## src/rtl/hbad_consts.svh

```systemverilog
// Constants for the host bus address decode front end
`ifndef HBAD_CONSTS_SVH
`define HBAD_CONSTS_SVH

`define HBAD_WIN_MSB      15
`define HBAD_WIN_LSB      4
`define HBAD_SEL_MSB      3
`define HBAD_SEL_LSB      1
`define HBAD_LANES_ALL    4'hF
`define HBAD_LANES_LOW    4'h3
`define HBAD_OE_OFF       2'h3
`define HBAD_DATA_ZERO    32'h0000_0000
`define HBAD_ADDR_ZERO    15'h0000
`define HBAD_SEL_ZERO     3'h0
`define HBAD_LANES_NONE   4'h0
`define HBAD_CLK_NS       20
`define HBAD_RST_MIN_NS   100
`define HBAD_RST_CYC      3'((`HBAD_RST_MIN_NS + `HBAD_CLK_NS - 1) / `HBAD_CLK_NS)
`define HBAD_CNT_ZERO     3'h0
`define HBAD_CNT_ONE      3'h1

`endif

```

## src/rtl/hbad_pkg.sv

```systemverilog
// Types for the host bus address decode front end
package hbad_pkg;

    typedef enum logic [1:0] {
        ST_IDLE  = 2'b00,
        ST_READ  = 2'b01,
        ST_WRITE = 2'b10
    } hbad_state_e;

    typedef struct packed {
        logic [15:1] addr;
        logic        qual_n;
    } hbad_addr_s;

    typedef struct packed {
        logic [2:0] reg_sel;
        logic [3:0] lane_en;
        logic       burst;
        logic       write;
    } hbad_req_s;

endpackage : hbad_pkg

```

## src/rtl/hbad_reset_filter.sv

```systemverilog
// Glitch filter on the device reset input
`timescale 1ns/1ps
`include "hbad_consts.svh"

module hbad_reset_filter (
    input  wire logic mclk,
    input  wire logic rst_b,
    input  wire logic reset_in,
    output logic      dev_reset
);

    logic [2:0] cnt_r;
    logic [2:0] cnt_nxt;
    logic       dev_reset_r;

    // Count consecutive high samples, saturate at the minimum width
    assign cnt_nxt = !reset_in ? `HBAD_CNT_ZERO :
                     (cnt_r == `HBAD_RST_CYC) ? cnt_r :
                     cnt_r + `HBAD_CNT_ONE;

    always_ff @(posedge mclk or negedge rst_b) begin
        if (!rst_b) begin
            cnt_r       <= `HBAD_CNT_ZERO;
            dev_reset_r <= 1'b0;
        end else begin
            cnt_r       <= cnt_nxt;
            dev_reset_r <= (cnt_nxt == `HBAD_RST_CYC);
        end
    end

    assign dev_reset = dev_reset_r;

    property p_rst_long;
        @(posedge mclk) disable iff (!rst_b)
        reset_in [*5] |=> dev_reset;
    endproperty
    a_rst_long: assert property (p_rst_long)
        else $error("Reset held 100 ns not taken");

    property p_rst_short;
        @(posedge mclk) disable iff (!rst_b)
        (!reset_in ##1 reset_in [*4] ##1 !reset_in) |=> !dev_reset;
    endproperty
    a_rst_short: assert property (p_rst_short)
        else $error("Short reset pulse was not filtered");

endmodule : hbad_reset_filter

```

## src/rtl/hbad_top.sv

```systemverilog
// Host bus address qualify, latch, decode and lane select front end
`timescale 1ns/1ps
`include "hbad_consts.svh"

module hbad_top (
    input  wire logic                 mclk,
    input  wire logic                 rst_b,
    input  wire logic                 reset_in,
    input  wire logic [15:1]          host_addr,
    input  wire logic                 address_qualifier_n,
    input  wire logic [3:0]           byte_lane_enable_n,
    input  wire logic                 data_path_select_n,
    input  wire logic                 address_latch_strobe_n,
    input  wire logic                 sync_cycle_frame_n,
    input  wire logic                 write_not_read,
    input  wire logic                 addr_latch_mode,
    input  wire logic                 bus_16bit,
    input  wire logic [11:0]          io_base,
    input  wire logic [31:0]          data_in,
    output logic      [31:0]          data_out,
    output logic      [1:0]           data_oe_n,
    output logic                      local_device_hit_n,
    output logic                      dev_reset,
    output hbad_pkg::hbad_req_s       reg_req,
    output logic                      reg_valid,
    output logic                      reg_rd_strobe,
    output logic                      reg_wr_strobe,
    output logic      [31:0]          reg_wdata,
    input  wire logic [31:0]          reg_rdata
);

    hbad_pkg::hbad_state_e state_r;
    hbad_pkg::hbad_state_e state_nxt;
    hbad_pkg::hbad_addr_s  adr_r;
    hbad_pkg::hbad_addr_s  adr_live;
    hbad_pkg::hbad_addr_s  adr_eff;
    hbad_pkg::hbad_req_s   req_r;
    hbad_pkg::hbad_req_s   req_nxt;
    logic                  strobe_prev_r;
    logic                  strobe_rise;
    logic                  live_hit;
    logic                  eff_hit;
    logic                  dp_sel;
    logic                  start;
    logic [3:0]            lanes;
    logic [31:0]           data_out_r;
    logic [31:0]           wdata_r;
    logic                  rd_strobe_r;
    logic                  wr_strobe_r;

    // Window compare of the upper address bits against the base
    function automatic logic win_match(input logic [15:1] a, input logic [11:0] base);
        win_match = (a[`HBAD_WIN_MSB:`HBAD_WIN_LSB] == base);
    endfunction : win_match

    hbad_reset_filter u_reset_filter (
        .mclk      (mclk),
        .rst_b     (rst_b),
        .reset_in  (reset_in),
        .dev_reset (dev_reset)
    );

    // Address capture on the rising strobe edge
    assign strobe_rise = !strobe_prev_r && address_latch_strobe_n;

    always_ff @(posedge mclk or negedge rst_b) begin
        if (!rst_b) begin
            strobe_prev_r <= 1'b1;
            adr_r         <= '{addr: `HBAD_ADDR_ZERO, qual_n: 1'b1};
        end else begin
            strobe_prev_r <= address_latch_strobe_n;
            if (strobe_rise) begin
                adr_r <= adr_live;
            end
        end
    end

    // Decode paths: latched (addr_latch_mode) or live for internal use, live for the hit output
    assign adr_live  = '{addr: host_addr, qual_n: address_qualifier_n};
    assign adr_eff   = addr_latch_mode ? adr_r : adr_live;
    assign live_hit  = !address_qualifier_n && win_match(host_addr, io_base);
    assign local_device_hit_n = !live_hit;
    assign eff_hit   = !adr_eff.qual_n && win_match(adr_eff.addr, io_base);
    assign dp_sel    = !data_path_select_n;

    // Lane selection; burst forces all lanes, narrow bus keeps the low half
    assign lanes = (dp_sel ? `HBAD_LANES_ALL : ~byte_lane_enable_n)
                   & (bus_16bit ? `HBAD_LANES_LOW : `HBAD_LANES_ALL);

    // Cycle start needs a frame plus a hit or the data path select
    assign start = (state_r == hbad_pkg::ST_IDLE) && !sync_cycle_frame_n
                   && (eff_hit || dp_sel);

    assign req_nxt = '{reg_sel: adr_eff.addr[`HBAD_SEL_MSB:`HBAD_SEL_LSB],
                       lane_en: lanes,
                       burst:   dp_sel,
                       write:   write_not_read};

    always_comb begin
        state_nxt = state_r;
        unique case (state_r)
            hbad_pkg::ST_IDLE: begin
                if (start) begin
                    state_nxt = write_not_read ? hbad_pkg::ST_WRITE : hbad_pkg::ST_READ;
                end
            end
            hbad_pkg::ST_READ, hbad_pkg::ST_WRITE: begin
                if (sync_cycle_frame_n) begin
                    state_nxt = hbad_pkg::ST_IDLE;
                end
            end
            default: begin
                state_nxt = hbad_pkg::ST_IDLE;
            end
        endcase
        if (dev_reset) begin
            state_nxt = hbad_pkg::ST_IDLE;
        end
    end

    always_ff @(posedge mclk or negedge rst_b) begin
        if (!rst_b) begin
            state_r <= hbad_pkg::ST_IDLE;
            req_r   <= '{reg_sel: `HBAD_SEL_ZERO, lane_en: `HBAD_LANES_NONE,
                         burst: 1'b0, write: 1'b0};
        end else begin
            state_r <= state_nxt;
            if (start && !dev_reset) begin
                req_r <= req_nxt;
            end
        end
    end

    // Read data, write data and strobes
    always_ff @(posedge mclk or negedge rst_b) begin
        if (!rst_b) begin
            data_out_r  <= `HBAD_DATA_ZERO;
            wdata_r     <= `HBAD_DATA_ZERO;
            rd_strobe_r <= 1'b0;
            wr_strobe_r <= 1'b0;
        end else begin
            rd_strobe_r <= start && !write_not_read && !dev_reset;
            wr_strobe_r <= (state_r == hbad_pkg::ST_WRITE) && sync_cycle_frame_n
                           && !dev_reset;
            if (state_nxt == hbad_pkg::ST_READ) begin
                data_out_r <= reg_rdata;
            end
            if ((state_r == hbad_pkg::ST_WRITE) && !sync_cycle_frame_n) begin
                wdata_r <= data_in;
            end
        end
    end

    assign data_out      = data_out_r;
    assign data_oe_n[0]  = (state_r != hbad_pkg::ST_READ);
    assign data_oe_n[1]  = (state_r != hbad_pkg::ST_READ) || bus_16bit;
    assign reg_req       = req_r;
    assign reg_valid     = (state_r != hbad_pkg::ST_IDLE);
    assign reg_rd_strobe = rd_strobe_r;
    assign reg_wr_strobe = wr_strobe_r;
    assign reg_wdata     = wdata_r;

    property p_qual_block;
        @(posedge mclk) disable iff (!rst_b)
        (state_r == hbad_pkg::ST_IDLE && adr_eff.qual_n && data_path_select_n)
            |=> (state_r == hbad_pkg::ST_IDLE);
    endproperty
    a_qual_block: assert property (p_qual_block)
        else $error("Cycle started while qualifier high");

    property p_hit_live;
        @(posedge mclk) disable iff (!rst_b)
        address_qualifier_n |-> local_device_hit_n;
    endproperty
    a_hit_live: assert property (p_hit_live)
        else $error("Hit output asserted with qualifier high");

    property p_sel;
        @(posedge mclk) disable iff (!rst_b)
        $rose(reg_valid)
            |-> (reg_req.reg_sel == $past(adr_eff.addr[`HBAD_SEL_MSB:`HBAD_SEL_LSB]));
    endproperty
    a_sel: assert property (p_sel)
        else $error("Register select not taken from address");

    property p_burst;
        @(posedge mclk) disable iff (!rst_b)
        (start && dp_sel && !bus_16bit && !dev_reset)
            |=> (reg_req.lane_en == `HBAD_LANES_ALL) && reg_req.burst;
    endproperty
    a_burst: assert property (p_burst)
        else $error("Burst access did not use all lanes");

    property p_oe_read;
        @(posedge mclk) disable iff (!rst_b)
        (state_r != hbad_pkg::ST_READ) |-> (data_oe_n == `HBAD_OE_OFF);
    endproperty
    a_oe_read: assert property (p_oe_read)
        else $error("Data bus driven outside a read");

    property p_narrow;
        @(posedge mclk) disable iff (!rst_b)
        bus_16bit |-> data_oe_n[1] && (lanes[3:2] == 2'h0);
    endproperty
    a_narrow: assert property (p_narrow)
        else $error("Upper lanes used in 16-bit system");

    property p_latch;
        @(posedge mclk) disable iff (!rst_b)
        strobe_rise |=> (adr_r.addr == $past(host_addr))
                        && (adr_r.qual_n == $past(address_qualifier_n));
    endproperty
    a_latch: assert property (p_latch)
        else $error("Address not captured on strobe rise");

    property p_dir;
        @(posedge mclk) disable iff (!rst_b)
        (start && !dev_reset) |=> (state_r == ($past(write_not_read) ?
                                   hbad_pkg::ST_WRITE : hbad_pkg::ST_READ));
    endproperty
    a_dir: assert property (p_dir)
        else $error("Cycle direction wrong");

    property p_frame_end;
        @(posedge mclk) disable iff (!rst_b)
        (state_r == hbad_pkg::ST_WRITE && sync_cycle_frame_n && !dev_reset)
            |=> (state_r == hbad_pkg::ST_IDLE) && reg_wr_strobe ##1 !reg_wr_strobe;
    endproperty
    a_frame_end: assert property (p_frame_end)
        else $error("Write cycle end not tracked");

    property p_lanes;
        @(posedge mclk) disable iff (!rst_b)
        (start && !dp_sel && !bus_16bit && !dev_reset)
            |=> (reg_req.lane_en == ~$past(byte_lane_enable_n)) && !reg_req.burst;
    endproperty
    a_lanes: assert property (p_lanes)
        else $error("Lane enables not taken from the host");

    property p_hit_win;
        @(posedge mclk) disable iff (!rst_b)
        (host_addr[`HBAD_WIN_MSB:`HBAD_WIN_LSB] != io_base) |-> local_device_hit_n;
    endproperty
    a_hit_win: assert property (p_hit_win)
        else $error("Hit output asserted outside the window");

    property p_grant;
        @(posedge mclk) disable iff (!rst_b)
        (state_r == hbad_pkg::ST_IDLE && !sync_cycle_frame_n && !data_path_select_n
         && !dev_reset) |=> reg_valid;
    endproperty
    a_grant: assert property (p_grant)
        else $error("Data path select did not start a cycle");

    property p_live;
        @(posedge mclk) disable iff (!rst_b)
        (state_r == hbad_pkg::ST_IDLE && !addr_latch_mode && !sync_cycle_frame_n
         && !local_device_hit_n && !dev_reset) |=> reg_valid;
    endproperty
    a_live: assert property (p_live)
        else $error("Live address hit did not start a cycle");

    property p_latched;
        @(posedge mclk) disable iff (!rst_b)
        ($rose(reg_valid) && $past(addr_latch_mode))
            |-> (reg_req.reg_sel == $past(adr_r.addr[`HBAD_SEL_MSB:`HBAD_SEL_LSB]));
    endproperty
    a_latched: assert property (p_latched)
        else $error("Register select not taken from captured address");

    property p_rst_hold;
        @(posedge mclk) disable iff (!rst_b)
        dev_reset |=> (state_r == hbad_pkg::ST_IDLE) && !reg_rd_strobe && !reg_wr_strobe;
    endproperty
    a_rst_hold: assert property (p_rst_hold)
        else $error("Cycle active while filtered reset high");

    property p_rd_pulse;
        @(posedge mclk) disable iff (!rst_b)
        reg_rd_strobe |=> !reg_rd_strobe;
    endproperty
    a_rd_pulse: assert property (p_rd_pulse)
        else $error("Read strobe longer than one cycle");

    property p_rd_data;
        @(posedge mclk) disable iff (!rst_b)
        (state_nxt == hbad_pkg::ST_READ) |=> (data_out == $past(reg_rdata));
    endproperty
    a_rd_data: assert property (p_rd_data)
        else $error("Read data not taken from the core");

    property p_req_hold;
        @(posedge mclk) disable iff (!rst_b)
        (state_r != hbad_pkg::ST_IDLE) |=> $stable(reg_req);
    endproperty
    a_req_hold: assert property (p_req_hold)
        else $error("Request changed inside a cycle");

endmodule : hbad_top

```

## config.mk

```make
export PLATFORM = sky130hd
export DESIGN_NAME = hbad_top
export DESIGN_NICKNAME = d
export VERILOG_FILES = /design/src/rtl/hbad_pkg.sv /design/src/rtl/hbad_reset_filter.sv /design/src/rtl/hbad_top.sv
export VERILOG_INCLUDE_DIRS = /design/src /design/src/rtl
export SDC_FILE = /design/constraint.sdc
export NUM_CORES = 1
export LEC_CHECK = 0
export ABC_AREA = 1
export BUFFER_PORTS_ARGS = -buffer_cell sky130_fd_sc_hd__buf_2
export CAP_MARGIN = 15
export CORE_MARGIN = 4
export CORE_UTILIZATION = 45
export CTS_BUF_LIST = sky130_fd_sc_hd__clkbuf_8
export CTS_CLUSTER_DIAMETER = 80
export DETAILED_ROUTE_END_ITERATION = 10
export PLACE_DENSITY = 0.79
export SETUP_SLACK_MARGIN = 0.05
export SYNTH_ARGS = -nofsm -noshare
export SYNTH_HDL_FRONTEND = slang
export SYNTH_SLANG_ARGS = --single-unit
```

## constraint.sdc

```tcl
create_clock -name mclk -period 1.6 [get_ports mclk]
set_input_delay 0.24 -clock mclk [delete_from_list [all_inputs] [get_ports mclk]]
set_output_delay 0.24 -clock mclk [all_outputs]
set_load 0.03 [all_outputs]
```

* After elaboration in Yosys (flattened, before gate mapping) *
Cells that the tools add are included.

word-level totals
  latch bits = 0
  register bits after elaboration = 98
  logic and storage cells = 59
  memory bits (writable) = 0
  memories kept = 0
  bits in read-only memories = 0
  bits of input ports = 105

operators by class
  add/subtract/negate cells = 1
  equality and inequality tests = 8
  divide/modulo/power cells = 0
  multipliers = 0
  bitwise operators = 2
  magnitude comparators = 0
  shift-type cells = 0
  reductions and logical operators = 24
  muxes and demuxes = 10

operator list
  cell                                                   count
  == test 12 bit                                         2
  two-way mux 16 bit                                     1
  logical AND 1 bit                                      11
  zero test 1 bit                                        8
  two-way mux 2 bit                                      4
  two-way mux 4 bit                                      2
  == test 3 bit, second input constant                   2
  two-way mux 3 bit                                      2
  bitwise AND 4 bit                                      1
  == test 2 x 1 -> 1 bit, second input constant          2
  NOT 4 bit                                              1
  one-hot mux 2 bit (2 select lines)                     1
  adder 3 x 1 -> 3 bit, second input constant            1
  == test 2 bit, second input constant                   1
  zero test 2 bit                                        1
  logical OR 1 bit                                       2
  inequality test 2 x 1 -> 1 bit, second input constant  1
  nonzero test 2 bit                                     1
  OR reduction 2 bit                                     1

* Longest topological paths before layout *
  word-level depth = 9
  mapped depth = 20
  depth with buffers taken out = 18

* By module *
A second synthesis with hierarchy kept.

second synthesis, totals
  cells, all modules = 479
  area, all modules = 4498.1 um^2

by module, submodules not included
  module             times used  area an instance (um^2)  seq. area each (um^2)  cells each
  hbad_top           1           4300.4                   2354.8                 457
  hbad_reset_filter  1           197.7                    100.1                  22

* Worst setup path before layout *
OpenSTA, ideal clock, no wires.

  kind = reg2reg
  start point = register state_r[0]
  end point = register data_out_r[0], in the netlist data_out[0]
  data required time = 1.482 ns
  library setup time = 0.118 ns
  stages on the path, launching flop included = 13
  clock period less this slack = 1.855 ns
  path slack = -0.255 ns
  path buffers = 1
  data arrival time = 1.738 ns
  cells stage by stage = dfrtp_1 inv_1 ha_1 inv_1 nor2_1 nand3_2 nand2_1 nor2_1 nor2_4 nand3_2 buf_4 nand2_1 nand2_1

between the ends
  cells in the longest elaborated chain, start to end = 7
  elaborated cells on any way between the ends = 11
  those cells by class = 3 x eq/ne; 4 x mux; 4 x reduce/logical

RTL lines
  what                                  RTL line                         RTL
  start, declared                       hbad_top.sv:32                   hbad_pkg::hbad_state_e state_r;
  start signal, assigned                hbad_top.sv:123                  state_r <= hbad_pkg::ST_IDLE;
  start signal, assigned                hbad_top.sv:127                  state_r <= state_nxt;
  zero test 2 bit                       hbad_top.sv:91, hbad_top.sv:101
  logical AND 1 bit                     hbad_top.sv:91                   assign start = (state_r == hbad_pkg::ST_IDLE) && !sync_cycle_frame_n
  logical AND 1 bit                     hbad_top.sv:92                   && (eff_hit || dp_sel);
  two-way mux 2 bit                     hbad_top.sv:103                  if (start) begin
  one-hot mux 2 bit (2 select lines) *  hbad_top.sv:101                  unique case (state_r)
  two-way mux 2 bit *                   hbad_top.sv:116                  if (dev_reset) begin
  == test 2 x 1 -> 1 bit *              hbad_top.sv:145                  if (state_nxt == hbad_pkg::ST_READ) begin
  end signal, assigned                  hbad_top.sv:137                  data_out_r <= `HBAD_DATA_ZERO;
  end signal, assigned                  hbad_top.sv:146                  data_out_r <= reg_rdata;
  end, declared                         hbad_top.sv:46                   logic [31:0] data_out_r;

Mark *: on every way between the ends. The rest lies on a longest branch, timed or not.
A chain may end at the register's enable or synchronous reset.

* Worst setup path in the final report *
  start point = register adr_r[4] in the netlist's numbering
  end point = register data_out_r[7], in the netlist data_out[7]

between the ends
  cells in the longest elaborated chain, start to end = 9

RTL lines
  what                                RTL line         RTL
  start, declared                     hbad_top.sv:34   hbad_pkg::hbad_addr_s adr_r;
  start signal, assigned              hbad_top.sv:69   adr_r <= '{addr: `HBAD_ADDR_ZERO, qual_n: 1'b1};
  start signal, assigned              hbad_top.sv:73   adr_r <= adr_live;
  two-way mux 16 bit                  hbad_top.sv:80   assign adr_eff = addr_latch_mode ? adr_r : adr_live;
  == test 12 bit                      hbad_top.sv:53   win_match = (a[`HBAD_WIN_MSB:`HBAD_WIN_LSB] == base);
  logical AND 1 bit                   hbad_top.sv:83   assign eff_hit = !adr_eff.qual_n && win_match(adr_eff.addr, io_base);
  logical OR 1 bit                    hbad_top.sv:92
  logical AND 1 bit                   hbad_top.sv:92
  two-way mux 2 bit                   hbad_top.sv:103
  one-hot mux 2 bit (2 select lines)  hbad_top.sv:101
  two-way mux 2 bit                   hbad_top.sv:116
  == test 2 x 1 -> 1 bit              hbad_top.sv:145

Every way passes these cells.

==> flow_summary.ini <==
[outcome]
status = finished, violations left
violations = negative setup slack

[flow_run]
drv_cap = 0

[finish]
post-route-util = 0.665
syn_to_final_growth_pct = 44.6
layout.nets = 822
n_antenna_cell = 0
drive_gt1_frac = 0.454
fillers = 782

[drt]
vias = 4238
drt_wl_total_mm = 12.5
wire_per_inst_um = 14.8
detail-route-antenna-nets = 0
drc = 0
dr.pass1.iters = 4
vias_per_cell = 4.99
drt-initial-drc-count = 183

[yosys]
ys.warnings.count = 0
synth.avg_cell_area_um2 = 9.32
netlist_top_cells_count = nand2_1 (159), dfrtp_1 (96), inv_1 (38), mux2_2 (35), nand4_1 (33)
ys_ff_latch = 98
synthArstFlopShare = 1.00
ys_types = 33
ys_seq_area_frac = 0.549
synth_top_area_cell = dfrtp_1
yosysMostFrequentCell = nand2_1
syn-cell-area_um2 = 4480
syn_nets = 591
synth_enable_flop_cells = 0
synth_cells = 480
synth.top_cells.by_area = dfrtp_1 (54%), nand2_1 (13%), mux2_2 (8.8%), nand4_1 (4.6%), inv_1 (3.2%)
synth_top_area_share = 0.537
synth-main-ff-cell = dfrtp_1

[die]
die_h_um = 108
start_util = 0.460
fp.coreArea_um2 = 9730
rows = 36
dieArea_um2 = 11600
pin_count = 185
die_w_um = 108

[critical_path]
crit_slowest_cell = dfrtp_1
cpMostUsedCell = nand2_1
reg2reg_to = data_out[7]
reg2reg_setup_slack_ns = -0.38
reg2reg_from = adr_r[4]
start_kind = register
cp.arrival_ns = 2.28
crit_fanout = 8
startpoint = adr_r[4]
slowest_delay_ns = 0.39
path_cells = nand2_1, nand2_1, nand2_1, nand2_1, nor2_1, nand2_1, nor2_1, nand2_1, nand2_2, nand3_2, nand2_1, nor2_2, nor2_4, buf_12, clkbuf_16, nand4_1, nand2_1
cp_data_required_time_ns = 1.90
cp-end-kind = register
endpoint = data_out[7]
r2r_cells = 17
critPathKind = register to register

[sta]
period_needed_ns = 1.98
clock_skew_ns = 0.00974
setup_violations = 45
drv_slew = 0
worst_slack_ns = -0.378
rsz0062_at_grt = true
relSlewSlack = 0.680
tightest_slew_ns = 0.479
fmax_mhz = 506
hold_viol_final = 0
finalCritPeriodShare = 1.24

[placement]
io_buffers = 184
gp_congestion = 0.886
post-dp-hpwl_mm = 8.98
post-place-ws_ns = -0.597

[global_route]
globalRouteOverflowTotal = 0
grt_pass1_wl_mm = 18.7
antenna_found_initial = 0
first_global_vias = 4102
grt_max_degree = 35
grtUsageTotal = 0.203

[clocking]
clockRootBuffer = clkbuf_8
cts_tree = done
clockBufferDepth = 2
clk-insertion-delay-late_ns = 0.36
cts_sinks = 98
clkTransAtPathRegs_ns = 0.10
cts_htree_levels = 3
numCtsBuffers = 9

[power]
design_power_total_mw = 12.2
vdd_ir_drop_max_uv = 1300
cellPowerDensity_nw_per_um2 = 1880
leakagePower_nw = 3.51

[min_path]
hold_class = input pin to register
## cells by family (layout without fill, tap and decap cells)
kind of cell	after synthesis	in the layout	share of synthesized area
simple gates	230	230	0.223
flops	98	98	0.549
buf+inv	60	296	0.0573
compound gates	47	47	0.0584
mux	35	35	0.0881
fa+ha+maj	6	6	0.0168
xor+xnor	4	4	0.00783
## flip-flops by register name (all words and copies together), names as in the netlist
signal                    flops
data_out                     32
reg_wdata                    32
adr_r                        16
reg_req                       9
u_reset_filter.cnt_r          3
state_r                       2
reg_rd_strobe                 1
reg_wr_strobe                 1
strobe_prev_r                 1
u_reset_filter.dev_reset      1
## cells in the final DEF, fill, tap and decap left out, drive strengths merged, types with 2 or more instances in the layout
master and instances:
buf 235, nand2 161, dfrtp 96, inv 41
mux2 35, nand4 33, o21ai 28, nor2 16
nand3 15, clkbuf 13, a21oi 7, ha 6
o22ai 5, xnor2 4, clkinvlp 3, a2bb2oi 2
dfstp 2, dlygate4sd3 2, nor3 2
## critical path, delay by kind of cell (launching register included)
kind / cells / cell delay, ns
AND/OR/NAND/NOR: 15 / 1.23
flip-flops: 1 / 0.39
buffers and inverters: 2 / 0.30
## layer usage
metal,vias to the layer above,share of wire,GRT usage
li1,2046,-,-
met1,2025,0.40,0.244
met2,149,0.52,0.358
met3,18,0.058,0.0360
met4,0,0.017,0.0839
met5,-,0,0
## power breakdown
group / internal, mW / switching (mW)
sequential: 3.48 / 0.522
combinational: 2.55 / 4.00
clock: 0.736 / 0.892
total: 6.77 / 5.42
## how the worst min path moves through the flow
stage,from,to,slack (ns),depth (start not counted)
after floorplan,rst_b,adr_r[10],-0.06,0
after global placement,rst_b,adr_r[10],0.22,1
after detailed placement,rst_b,adr_r[10],0.23,1
after CTS,byte_lane_enable_n[2],reg_req[4],0.02,2
after global routing,byte_lane_enable_n[3],reg_req[5],0.03,2
final,byte_lane_enable_n[2],reg_req[4],0.04,2
## stage by stage
stage	setup TNS [ns]	std cells	instance area, um^2	hold slack [ns]
final	-13.13	849	6470	0.0384
after global routing	-22.25	849	6470	0.0328
after floorplan	-4.26	480	4490	-0.0556
after global placement	-17.72	821	5910	0.222
after CTS	-12.23	842	6290	0.0195
after detailed placement	-22.55	821	5910	0.232
## timing repair
action / in CTS / in global routing
hold buffers: 2 / 0
buffers inserted: 2 / 3
cloned: 1 / 5
setup endpoints to repair: 46 / 80
resized for setup: 34 / 16
endpoints found under the hold margin: 32 / 0
pin swaps: 9 / 9
## area by class of cell
type                    count  area (um^2)  share of cell area
flip-flops and latches     98         2450               0.379
multi-input cells         322         1900               0.293
repair buffers            241         1600               0.248
well taps                 133          166              0.0257
inverters                  39          151              0.0234
clock buffers               9          124              0.0191
clock inverters             7         77.6              0.0120
Power figures use the tool's default switching activity.
